===== src/tsio_pkg.sv =====
// tsio_pkg: constants and carrier types for one three-wire serial channel.
// assumes a byte-wide cpu register port with per-register select strobes.
package tsio_pkg;

    // ************************************************************
    // register offsets and fields
    // ************************************************************
    localparam logic [31:0] MODE_CTRL_0_ADDR = 32'hFFFFF2A2;
    localparam logic [31:0] CLOCK_SEL_0_ADDR = 32'hFFFFF2A4;
    localparam logic [31:0] MODE_CTRL_1_ADDR = 32'hFFFFF2B2;
    localparam logic [31:0] CLOCK_SEL_1_ADDR = 32'hFFFFF2B4;
    localparam logic [31:0] MODE_CTRL_2_ADDR = 32'hFFFFF2C2;
    localparam logic [31:0] CLOCK_SEL_2_ADDR = 32'hFFFFF2C4;

    localparam logic [7:0] REG_RESET = 8'h00;
    localparam int ENABLE_POS = 7;
    localparam int MODE_POS = 2;
    localparam int CLK_MID_POS = 1;
    localparam int CLK_LOW_POS = 0;
    localparam int CLK_HIGH_POS = 0;
    localparam logic [7:0] MODE_CTRL_MASK = 8'h87;
    localparam logic [7:0] CLOCK_SEL_MASK = 8'h01;

    localparam logic [2:0] BIT_COUNT_LAST = 3'h7;
    localparam logic [2:0] BIT_COUNT_ZERO = 3'h0;

    // ************************************************************
    // clock selection codes and divider counts
    // ************************************************************
    typedef enum logic [2:0] {
        TSIO_CLK_EXT = 3'b000,
        TSIO_CLK_TIMER = 3'b001,
        TSIO_CLK_DIV8 = 3'b010,
        TSIO_CLK_DIV16 = 3'b011,
        TSIO_CLK_BAD4 = 3'b100,
        TSIO_CLK_BAD5 = 3'b101,
        TSIO_CLK_DIV32 = 3'b110,
        TSIO_CLK_DIV64 = 3'b111
    } tsio_clk_sel_type;

    localparam int DIV_WIDTH = 6;
    localparam logic [5:0] HALF_DIV8 = 6'h03;
    localparam logic [5:0] HALF_DIV16 = 6'h07;
    localparam logic [5:0] HALF_DIV32 = 6'h0F;
    localparam logic [5:0] HALF_DIV64 = 6'h1F;

    typedef enum logic [1:0] {
        TSIO_IDLE = 2'b00,
        TSIO_LOW = 2'b01,
        TSIO_HIGH = 2'b10
    } tsio_state_type;

    // ************************************************************
    // carriers
    // ************************************************************
    typedef struct packed {
        logic mode_wr;
        logic clock_wr;
        logic shift_wr;
        logic shift_rd;
        logic bit_wr;
        logic [2:0] bit_pos;
        logic bit_val;
        logic [7:0] wdata;
    } tsio_cpu_req_type;

    typedef struct packed {
        logic clk_out;
        logic clk_oe_n;
        logic data_out;
        logic data_oe_n;
        logic serial_active;
    } tsio_pins_type;

endpackage : tsio_pkg

===== src/tsio_channel.sv =====
// tsio_channel: one three-wire serial channel with its registers.
// assumes cpu strobes on i_clock; pins and timer output are asynchronous.
// Summary of operation
// RULE1: eight-bit frames over clock, out, in lines
// RULE2: frames go most significant bit first
// RULE3: shift out and in during same transfer
// RULE4: clock and out pins push-pull or open-drain
// RULE5: shift register eight bits, resets to zero
// RULE6: enabled access to shift register starts transfer
// RULE7: drive out from register, fill from input
// RULE8: software only makes the start access mid-transfer
// RULE9: clock select holds high bit only, resets zero
// RULE10: mode register enable, mode, low clock bits
// RULE11: disabled: register idle, counter cleared, pins ports
// RULE12: enabled: counter runs, unused pin stays port
// RULE13: mode zero write starts, mode one read
// RULE14: three bits choose clock source or divider
// RULE15: low clock bits change by whole writes
// RULE16: software writes zero to mode bits 3-6
// RULE17: timer clock routed internally, no pin setup
// RULE18: stop mode performs no transfers
// RULE19: shift register accessed only as bytes
// RULE20: shift on falling edge, sample on rising
// RULE21: stop after eight bits, raise done request
// RULE22: write while disabled never starts later
// RULE23: external source gives eight clock pulses
`timescale 1ns/1ps

module tsio_channel
(
    // clock and reset
    input wire logic i_clock,
    input wire logic i_rst_n,
    // cpu register port
    input wire tsio_pkg::tsio_cpu_req_type i_req,
    output logic [7:0] o_mode_ctrl,
    output logic [7:0] o_clock_sel,
    output logic [7:0] o_shift_data,
    output logic o_done_request,
    // pin output type settings
    input wire logic i_clk_open_drain,
    input wire logic i_out_open_drain,
    // clock sources
    input wire logic i_timer_out,
    // serial pins
    input wire logic i_serial_clock_pin,
    input wire logic i_serial_in_pin,
    output tsio_pkg::tsio_pins_type o_pins
);

    // ************************************************************
    // synchronisers
    // ************************************************************
    logic [2:0] sync_a;
    logic [2:0] sync_b;
    logic ext_clk_prev;
    logic timer_prev;

    always_ff @(posedge i_clock or negedge i_rst_n)
    begin
        if (!i_rst_n)
        begin
            // clock bit starts at its idle high level: no false edge
            sync_a <= 3'h1;
            sync_b <= 3'h1;
            ext_clk_prev <= 1'b1;
            timer_prev <= 1'b0;
        end
        else
        begin
            sync_a <= {i_timer_out, i_serial_in_pin, i_serial_clock_pin};
            sync_b <= sync_a;
            ext_clk_prev <= sync_b[0];
            timer_prev <= sync_b[2];
        end
    end

    logic ext_clk;
    logic in_bit;
    assign ext_clk = sync_b[0];
    assign in_bit = sync_b[1];

    // ************************************************************
    // registers
    // ************************************************************
    logic [7:0] mode_ctrl;
    logic [7:0] clock_sel;
    logic [7:0] next_mode;
    logic [7:0] next_clock;

    // bit writes touch one bit of the current value
    always_comb
    begin
        next_mode = i_req.wdata;
        next_clock = i_req.wdata;
        if (i_req.bit_wr)
        begin
            next_mode = mode_ctrl;
            next_mode[i_req.bit_pos] = i_req.bit_val;
            next_clock = clock_sel;
            next_clock[i_req.bit_pos] = i_req.bit_val;
        end
    end

    always_ff @(posedge i_clock or negedge i_rst_n)
    begin
        if (!i_rst_n)
        begin
            mode_ctrl <= tsio_pkg::REG_RESET; // [RULE10]
            clock_sel <= tsio_pkg::REG_RESET; // [RULE9]
        end
        else
        begin
            // bits 3-6 read zero regardless of what software writes
            if (i_req.mode_wr)
                mode_ctrl <= next_mode & tsio_pkg::MODE_CTRL_MASK; // [RULE10]
            if (i_req.clock_wr)
                clock_sel <= next_clock & tsio_pkg::CLOCK_SEL_MASK; // [RULE9]
        end
    end

    logic enable;
    logic rx_only;
    tsio_pkg::tsio_clk_sel_type clk_sel;
    assign enable = mode_ctrl[tsio_pkg::ENABLE_POS];
    assign rx_only = mode_ctrl[tsio_pkg::MODE_POS];
    assign clk_sel = tsio_pkg::tsio_clk_sel_type'({
        clock_sel[tsio_pkg::CLK_HIGH_POS],
        mode_ctrl[tsio_pkg::CLK_MID_POS],
        mode_ctrl[tsio_pkg::CLK_LOW_POS]}); // [RULE14]

    // ************************************************************
    // clock source: edge pulses at the selected rate
    // ************************************************************
    logic internal_clk;
    logic [tsio_pkg::DIV_WIDTH-1:0] div_count;
    logic [tsio_pkg::DIV_WIDTH-1:0] div_half;
    logic div_tick;

    always_comb
    begin
        unique case (clk_sel)
            tsio_pkg::TSIO_CLK_DIV8: div_half = tsio_pkg::HALF_DIV8;
            tsio_pkg::TSIO_CLK_DIV16: div_half = tsio_pkg::HALF_DIV16;
            tsio_pkg::TSIO_CLK_DIV32: div_half = tsio_pkg::HALF_DIV32;
            default: div_half = tsio_pkg::HALF_DIV64;
        endcase
    end

    assign div_tick = (div_count == div_half);

    // ************************************************************
    // transfer engine
    // ************************************************************
    tsio_pkg::tsio_state_type state;
    logic [7:0] shift_reg;
    logic [2:0] bit_count;
    logic out_latch;
    logic done_request;
    logic fall_edge;
    logic rise_edge;
    logic start;

    // timer and divider clocks are both made here and driven out
    assign internal_clk = clk_sel != tsio_pkg::TSIO_CLK_EXT;
    // prohibited codes give no edges at all
    always_comb
    begin
        fall_edge = 1'b0;
        rise_edge = 1'b0;
        if (state != tsio_pkg::TSIO_IDLE)
        begin
            unique case (clk_sel)
                tsio_pkg::TSIO_CLK_EXT:
                begin
                    fall_edge = ext_clk_prev && !ext_clk; // [RULE23]
                    rise_edge = !ext_clk_prev && ext_clk;
                end
                tsio_pkg::TSIO_CLK_TIMER:
                begin
                    // timer level steers an internal clock, no pin needed
                    fall_edge = !timer_prev && sync_b[2]; // [RULE17]
                    rise_edge = timer_prev && !sync_b[2];
                end
                tsio_pkg::TSIO_CLK_BAD4, tsio_pkg::TSIO_CLK_BAD5:
                begin
                    fall_edge = 1'b0;
                    rise_edge = 1'b0;
                end
                default:
                begin
                    fall_edge = div_tick && state == tsio_pkg::TSIO_HIGH;
                    rise_edge = div_tick && state == tsio_pkg::TSIO_LOW;
                end
            endcase
        end
    end

    // a write made while disabled is just stored, never remembered
    assign start = enable && state == tsio_pkg::TSIO_IDLE &&
        (rx_only ? i_req.shift_rd : i_req.shift_wr); // [RULE6] [RULE13] [RULE22]

    always_ff @(posedge i_clock or negedge i_rst_n)
    begin
        if (!i_rst_n)
            div_count <= '0;
        else if (state == tsio_pkg::TSIO_IDLE || div_tick)
            div_count <= '0;
        else
            div_count <= div_count + 1'b1;
    end

    // bit count sits at zero while disabled and between frames
    always_ff @(posedge i_clock or negedge i_rst_n)
    begin
        if (!i_rst_n)
        begin
            state <= tsio_pkg::TSIO_IDLE;
            bit_count <= tsio_pkg::BIT_COUNT_ZERO;
        end
        else if (!enable)
        begin
            state <= tsio_pkg::TSIO_IDLE; // [RULE11] [RULE18]
            bit_count <= tsio_pkg::BIT_COUNT_ZERO;
        end
        else
        begin
            unique case (state)
                tsio_pkg::TSIO_IDLE:
                    if (start)
                        state <= tsio_pkg::TSIO_HIGH; // [RULE12]
                tsio_pkg::TSIO_HIGH:
                    if (fall_edge)
                        state <= tsio_pkg::TSIO_LOW;
                tsio_pkg::TSIO_LOW:
                    if (rise_edge)
                    begin
                        bit_count <= bit_count + 1'b1;
                        if (bit_count == tsio_pkg::BIT_COUNT_LAST)
                            state <= tsio_pkg::TSIO_IDLE; // [RULE21]
                        else
                            state <= tsio_pkg::TSIO_HIGH;
                    end
            endcase
        end
    end

    // first falling edge puts out bit 7; sample lands in bit 0 on rise
    always_ff @(posedge i_clock or negedge i_rst_n)
    begin
        if (!i_rst_n)
        begin
            shift_reg <= tsio_pkg::REG_RESET; // [RULE5]
            out_latch <= 1'b1;
        end
        else if (i_req.shift_wr && state == tsio_pkg::TSIO_IDLE)
            shift_reg <= i_req.wdata;
        else if (enable && fall_edge)
            out_latch <= shift_reg[7]; // [RULE2] [RULE7] [RULE20]
        else if (enable && rise_edge)
            shift_reg <= {shift_reg[6:0], in_bit}; // [RULE3] [RULE7] [RULE20]
    end

    always_ff @(posedge i_clock or negedge i_rst_n)
    begin
        if (!i_rst_n)
            done_request <= 1'b0;
        else
            done_request <= enable && rise_edge &&
                state == tsio_pkg::TSIO_LOW &&
                bit_count == tsio_pkg::BIT_COUNT_LAST; // [RULE21] [RULE1]
    end

    // ************************************************************
    // pins and register read-back
    // ************************************************************
    logic drive_clk;
    logic clk_level;
    logic drive_out;

    assign drive_clk = enable && internal_clk;
    assign clk_level = state != tsio_pkg::TSIO_LOW;
    assign drive_out = enable && !rx_only; // [RULE12] [RULE13]

    // open drain only ever pulls low; a high level releases the pin
    always_comb
    begin
        o_pins.clk_out = clk_level;
        o_pins.clk_oe_n = !drive_clk ||
            (i_clk_open_drain && clk_level); // [RULE4]
        o_pins.data_out = out_latch;
        o_pins.data_oe_n = !drive_out ||
            (i_out_open_drain && out_latch); // [RULE4]
        o_pins.serial_active = state != tsio_pkg::TSIO_IDLE;
    end

    assign o_mode_ctrl = mode_ctrl;
    assign o_clock_sel = clock_sel;
    assign o_shift_data = shift_reg;
    assign o_done_request = done_request;

endmodule : tsio_channel


===== config.mk =====
export PLATFORM = sky130hd
export DESIGN_NAME = tsio_channel
export DESIGN_NICKNAME = d
export VERILOG_FILES = /design/src/tsio_pkg.sv /design/src/tsio_channel.sv
export SDC_FILE = /design/constraint.sdc
export NUM_CORES = 1
export LEC_CHECK = 0
export BUFFER_PORTS_ARGS = -buffer_cell sky130_fd_sc_hd__buf_2
export CAP_MARGIN = 15
export CORE_MARGIN = 2
export CORE_UTILIZATION = 35
export DETAILED_ROUTE_END_ITERATION = 8
export SYNTH_ARGS = -nofsm -noshare
export SYNTH_HDL_FRONTEND = slang
export SYNTH_SLANG_ARGS = --single-unit

===== constraint.sdc =====
create_clock -name i_clock -period 5.7 [get_ports i_clock]
set_clock_uncertainty 0.2 [all_clocks]
set_input_delay 1.14 -clock i_clock [delete_from_list [all_inputs] [get_ports i_clock]]
set_output_delay 1.14 -clock i_clock [all_outputs]
set_load 0.03 [all_outputs]

==> results of run 1 <==
[cell type report]
type	instances	area, um^2
Fill cell	558	3200
Timing Repair Buffer	43	218
Sequential cell	34	856
Multi-Input combinational cell	144	986
Tap cell	72	90.1
Clock buffer	8	110
Inverter	4	15.0
[Yosys cell counts, drive strengths merged (3+ instances only)]
library cell | instances | area (um^2)
dfrtp | 30 | 751
mux2 | 19 | 214
nand2 | 19 | 71.3
buf | 17 | 119
nor2 | 15 | 56.3
a21oi | 8 | 51.3
clkbuf | 7 | 27.5
mux2i | 6 | 60.1
o21ai | 6 | 30.0
nand3 | 5 | 25.0
xnor2 | 5 | 43.8
dfstp | 4 | 105
inv | 4 | 15.0
nand2b | 4 | 25.0
nor2b | 4 | 25.0
nor3b | 4 | 30.0
o311ai | 4 | 35.0
and2 | 3 | 18.8
ha | 3 | 37.5
o22ai | 3 | 18.8
[critical path: cells and delay by family]
kind | cells | cell delay, ns
AOI/OAI and AO/OA | 1 | 0.27
buffers and inverters | 2 | 0.26
[kinds of logic (layout without fill, tap and decap cells)]
kind of cell / after synthesis / in the layout
AO/OA/AOI/OAI: 34 / 34
XOR/XNOR: 7 / 7
adder cells (fa/ha/maj): 3 / 3
buffers and inverters: 28 / 55
flip-flops: 34 / 34
multiplexers: 25 / 25
other: 1 / 11
AND/OR/NAND/NOR: 64 / 64
[worst paths after layout]
check,startpoint,end,slack (ns),depth (start not counted)
setup / recovery,i_out_open_drain,o_pins[1],2.68,3
hold / removal,sync_a[2],sync_b[2],0.15,0
setup reg to reg,o_clock_sel[0],o_shift_data[1],3.34,5
hold reg to reg,sync_a[2],sync_b[2],0.15,0
max in group asynchronous,i_rst_n,timer_prev,4.10,1
min in group asynchronous,i_rst_n,state[1],0.72,1
[metrics by stage]
| step | hold WS [ns] | area (um^2) | power, mW |
|---|---|---|---|
| 5_1_grt | 0.160 | 2270 | 0.948 |
| 3_5_place_dp | 0.135 | 2160 | 0.690 |
| 4_1_cts | 0.150 | 2270 | 0.902 |
| 2_1_floorplan | 0.131 | 2000 | 0.603 |
| 6_report | 0.148 | 2270 | 0.888 |
| 3_3_place_gp | 0.134 | 2160 | 0.683 |
[report_power, final]
group / internal (mW) / switching (mW) / leakage (nW) / total (mW)
clock: 0.122 / 0.0851 / 0.0575 / 0.207
sequential: 0.292 / 0.0553 / 0.417 / 0.348
combinational: 0.137 / 0.197 / 0.531 / 0.334
[flip-flops by register name, indices dropped and copies added (netlist names)]
signal	flops
out_latch	1
ext_clk_prev	1
o_shift_data	8
bit_count	3
div_count	6
state	2
o_mode_ctrl	4
timer_prev	1
sync_a	3
sync_b	3
o_clock_sel	1
o_done_request	1
[metal layers]
metal	vias to the layer above	routed length, um	share of wire, %	global-route usage [%]
met3	6	164	4.2	3.18
met4	0	79	2.0	6.21
met2	40	1860	47	22.3
met1	691	1840	47	17.9
li1	739	-	-	-
met5	-	0	0	0
==> results by group, run 1 <==
Yosys
  • Synth Area in Simple Gates: 16.7%
  • Cell count after synthesis: 196
  • Asr flop ratio synth: 100%
  • Mapped Area: 1970 um^2
  • Register area share after synthesis: 43.5%
  • XOR/XNOR Fraction of Synth Area: 3.12%
  • Synth cell types: 46
  • Adder-Cell Fraction of Synth Area: 1.91%
  • Primary FF master, synth: dfrtp_1
  • Post-synthesis compound-gate area fraction: 12.4%
  • Main combinational cell family by area after synthesis: simple AND/OR/NAND/NOR gates
  • Synth Warn #: 0
  • Syn Area/Cell: 10.0 um^2
  • Synthesized flop and latch total: 34
  • Post-synthesis mux area share: 13.9%
  • EDFF count, synth: 0

Floorplanning
  • Site Rows: 27
  • Die W: 78.9 um
  • Ports: 54
  • Die area: 6230 um^2
  • Die height: 78.9 um
  • Core area: 5470 um^2
  • Starting density of the core: 35.9%

Layout
  • Commonest non-fill, non-tap cell in the layout: buf_2
  • Final nets: 259
  • Share of cells above drive strength 1: 33.0%
  • N_diodes: 0
  • Core Util, Final: 41.6%
  • Most frequent cells in the layout: buf_2, dfrtp_1, nand2_1, mux2_2, nor2_1
  • Fin cells: 305
  • Area growth, synth to finish: 15.7%

Setup path
  • Startpoint Class: input port
  • Crit path DAT: 1.68 ns
  • Critical Path Slowest Stage Cell: a211o_1
  • Critical Path RT: 4.36 ns
  • Most frequent CP cell: buf_2
  • Crit Path Max Fanout: 1
  • Worst path max stage delay: 0.27 ns
  • Worst-path cell chain: buf_2 -> a211o_1 -> buf_2
  • Worst setup EP type: primary output
  • Crit path kind: input port to primary output

Timing
  • Setup TNS after final layout: 0 ns
  • Final Hold Fails: 0
  • Pin slew with the least headroom to its limit: 0.751 ns
  • Final min period: 3.02 ns
  • Final setup fails: 0
  • Final worst slack: 2.68 ns
  • FMAX: 331 MHz
  • Max Transition Viols Final: 0
  • Max-Slew Margin vs Limit: 49.9%
  • Final period utilization: 53.0%
  • RSZ-0062 raised after global routing: no

Global route
  • Vias in the first global route: 1,370
  • Initial antenna violation count: 0
  • First-pass GRT wire length: 6670 um
  • Largest net degree at the start of global routing: 35
  • Tot GR Track Use: 13.9%
  • Gr ovfl total: 0

Detailed routing
  • Total Wirelength: 3950 um
  • Routed len/inst: 12.9 um
  • Routed Antenna Nets: 0
  • Total number of vias: 1,476
  • Vias per cell: 4.84
  • First-pass iteration count of the detailed router: 4
  • Drt drc: 0
  • DRT iter0 DRCs: 61

Clocking
  • Clock latency on the worst-skew pair: 0.29 ns
  • CTS tree: yes
  • Clock Sinks: 34
  • CTS Root Cell: clkbuf_8
  • Post-CTS Setup Bufs: 0
  • CTS max path bufs: 2
  • Post-CTS Resized: 0
  • H-tree depth: 2
  • Hold-fix buffers at CTS: 0
  • CTS clk-pin slew, worst paths: 0.06 ns
  • CTS Buf Count: 5

Run
  • MaxCap Viol Count: 0

Place
  • Post-place setup slack: 2.68 ns
  • IO Port Bufs: 42
  • DP HPWL: 2970 um
  • Routability-driven placement congestion ratio: 0.763
  • Placed Instances: 297

Status
  • Status: finished clean

Worst hold path
  • Worst hold path class: register to register

Power
  • Peak supply drop: 0.000270 V
  • Pwr Density: 391 nW/um^2
  • Leak Pwr: 1.01 nW
Power figures use the tool's default switching activity.
==> run 2, diff against run 1 <==
- clock period: 5.7 -> 2.55 ns (I/O delays scaled with it)
==> results by group, run 2 (synthesis results as in run 1) <==
Clocking
  • Post-CTS Setup Bufs: 0
  • Hold-fix buffers at CTS: 0
  • CTS max path bufs: 2
  • CTS clk-pin slew, worst paths: 0.07 ns
  • Clock Sinks: 34
  • H-tree depth: 2
  • Clock latency on the worst-skew pair: 0.29 ns
  • CTS Root Cell: clkbuf_8
  • CTS Buf Count: 5
  • CTS tree: yes
  • Post-CTS Resized: 0

Place
  • Post-place setup slack: 0.292 ns
  • Placed Instances: 300
  • Cell Area, Placed: 2190 um^2
  • Routability-driven placement congestion ratio: 0.819
  • IO Port Bufs: 42
  • DP HPWL: 3140 um

Detailed routing
  • Drt drc: 0
  • Routed Antenna Nets: 0
  • Total Wirelength: 4120 um
  • DRT iter0 DRCs: 59
  • Total number of vias: 1,488
  • Routed len/inst: 13.4 um
  • Vias per cell: 4.83
  • First-pass iteration count of the detailed router: 4

Setup path
  • Kind of cell adding the most delay to the critical path: flip-flops
  • Critical Path Slowest Stage Cell: dfrtp_1
  • Crit Path Max Fanout: 11
  • Buf+Inv Stages, Crit Path: 2
  • Worst setup EP type: primary output
  • Worst path max stage delay: 0.48 ns
  • Worst-path cell chain: buf_4 -> o311ai_1 -> buf_2
  • Crit path DAT: 1.60 ns
  • Crit path kind: register to primary output
  • Startpoint Class: register
  • Critical Path RT: 1.84 ns

Layout
  • Final nets: 262
  • Share of cells above drive strength 1: 33.5%
  • Most frequent cells in the layout: buf_2, dfrtp_1, nand2_1, mux2_2, nor2_1
  • Area growth, synth to finish: 15.9%
  • N_diodes: 0
  • Commonest non-fill, non-tap cell in the layout: buf_2
  • Fin cells: 308
  • Largest register FFs: 8
  • Final instance area: 2280 um^2

Timing
  • Final setup fails: 0
  • Final Hold Fails: 0
  • Final worst slack: 0.243 ns
  • Final period utilization: 90.5%
  • Pin slew with the least headroom to its limit: 0.757 ns
  • Final min period: 2.31 ns
  • Max-Slew Margin vs Limit: 49.5%
  • Max Transition Viols Final: 0
  • Setup TNS after final layout: 0 ns
  • FMAX: 433 MHz
  • RSZ-0062 raised after global routing: no

Run
  • MaxCap Viol Count: 0

Floorplanning
  • Die area: 6230 um^2
  • Site Rows: 27
  • Die W: 78.9 um
  • Starting density of the core: 35.9%
  • Ports: 54
  • Core area: 5470 um^2
  • Die height: 78.9 um

Global route
  • Vias in the first global route: 1,395
  • First-pass GRT wire length: 6970 um
  • Initial antenna violation count: 0
  • Tot GR Track Use: 14.6%
  • Largest net degree at the start of global routing: 35
  • Gr ovfl total: 0

Power
  • Leak Pwr: 1.01 nW
  • Peak supply drop: 0.000465 V
  • Pwr Density: 852 nW/um^2
  • Overall Power: 1.94 mW

Worst hold path
  • Worst hold path class: input port to async pin

Status
  • Status: finished clean
==> run 2: cell count changes in the layout (fill, tap and decap cells not counted), sizes merged <==
| cell | delta |
|---|---|
| clkbuf | -1 |
| buf | +3 |
| clkinv | +1 |
==> run 2: through the flow <==
| stage | utilization [%] | hold slack [ns] |
|---|---|---|
| floorplan | - | 0.0144 |
| global placement | 40.0 | 0.133 |
| CTS | 41.6 | 0.113 |
| detailed placement | 40.0 | 0.135 |
| finish | 41.6 | 0.0888 |
| global route | 41.6 | 0.109 |
==> run 2: final cells by class <==
| class | instances | area [um^2] |
|---|---|---|
| inverter | 4 | 15.0 |
| tap | 72 | 90.1 |
| sequential | 34 | 856 |
| fill | 557 | 3190 |
| multi-input combinational | 144 | 986 |
| clock inverter | 1 | 5.00 |
| timing repair buffer | 46 | 240 |
| clock buffer | 7 | 86.3 |
==> run 2: path summary, 6_finish.rpt <==
path                       cells past startpoint         endpoint  slack, ns                from
min reg2reg                                    0        sync_b[1]       0.15           sync_a[1]
min                                            1  o_shift_data[2]       0.09             i_rst_n
max in group asynchronous                      1   o_mode_ctrl[0]       1.58             i_rst_n
min in group i_clock                           1        sync_a[0]       0.12  i_serial_clock_pin
max                                            3        o_pins[3]       0.24      o_mode_ctrl[1]
max reg2reg                                    5  o_shift_data[7]       0.31      o_clock_sel[0]
==> run 2: report_power, final <==
group | switching, mW | internal [mW]
Combinational | 0.455 | 0.314
Sequential | 0.111 | 0.654
Clock | 0.189 | 0.218
==> run 2: worst reg2reg max path: cells and delay by family, from the launching register on <==
kind,cells,cell delay (ns)
AO/OA/AOI/OAI,4,0.96
flip-flops,1,0.60
multiplexers,1,0.37
==> run 2: routing by layer <==
layer	GRT usage [%]	wire length [um]
met1	20.2	1940
met2	22.0	1960
met3	3.64	156
met4	5.69	74
met5	0	0
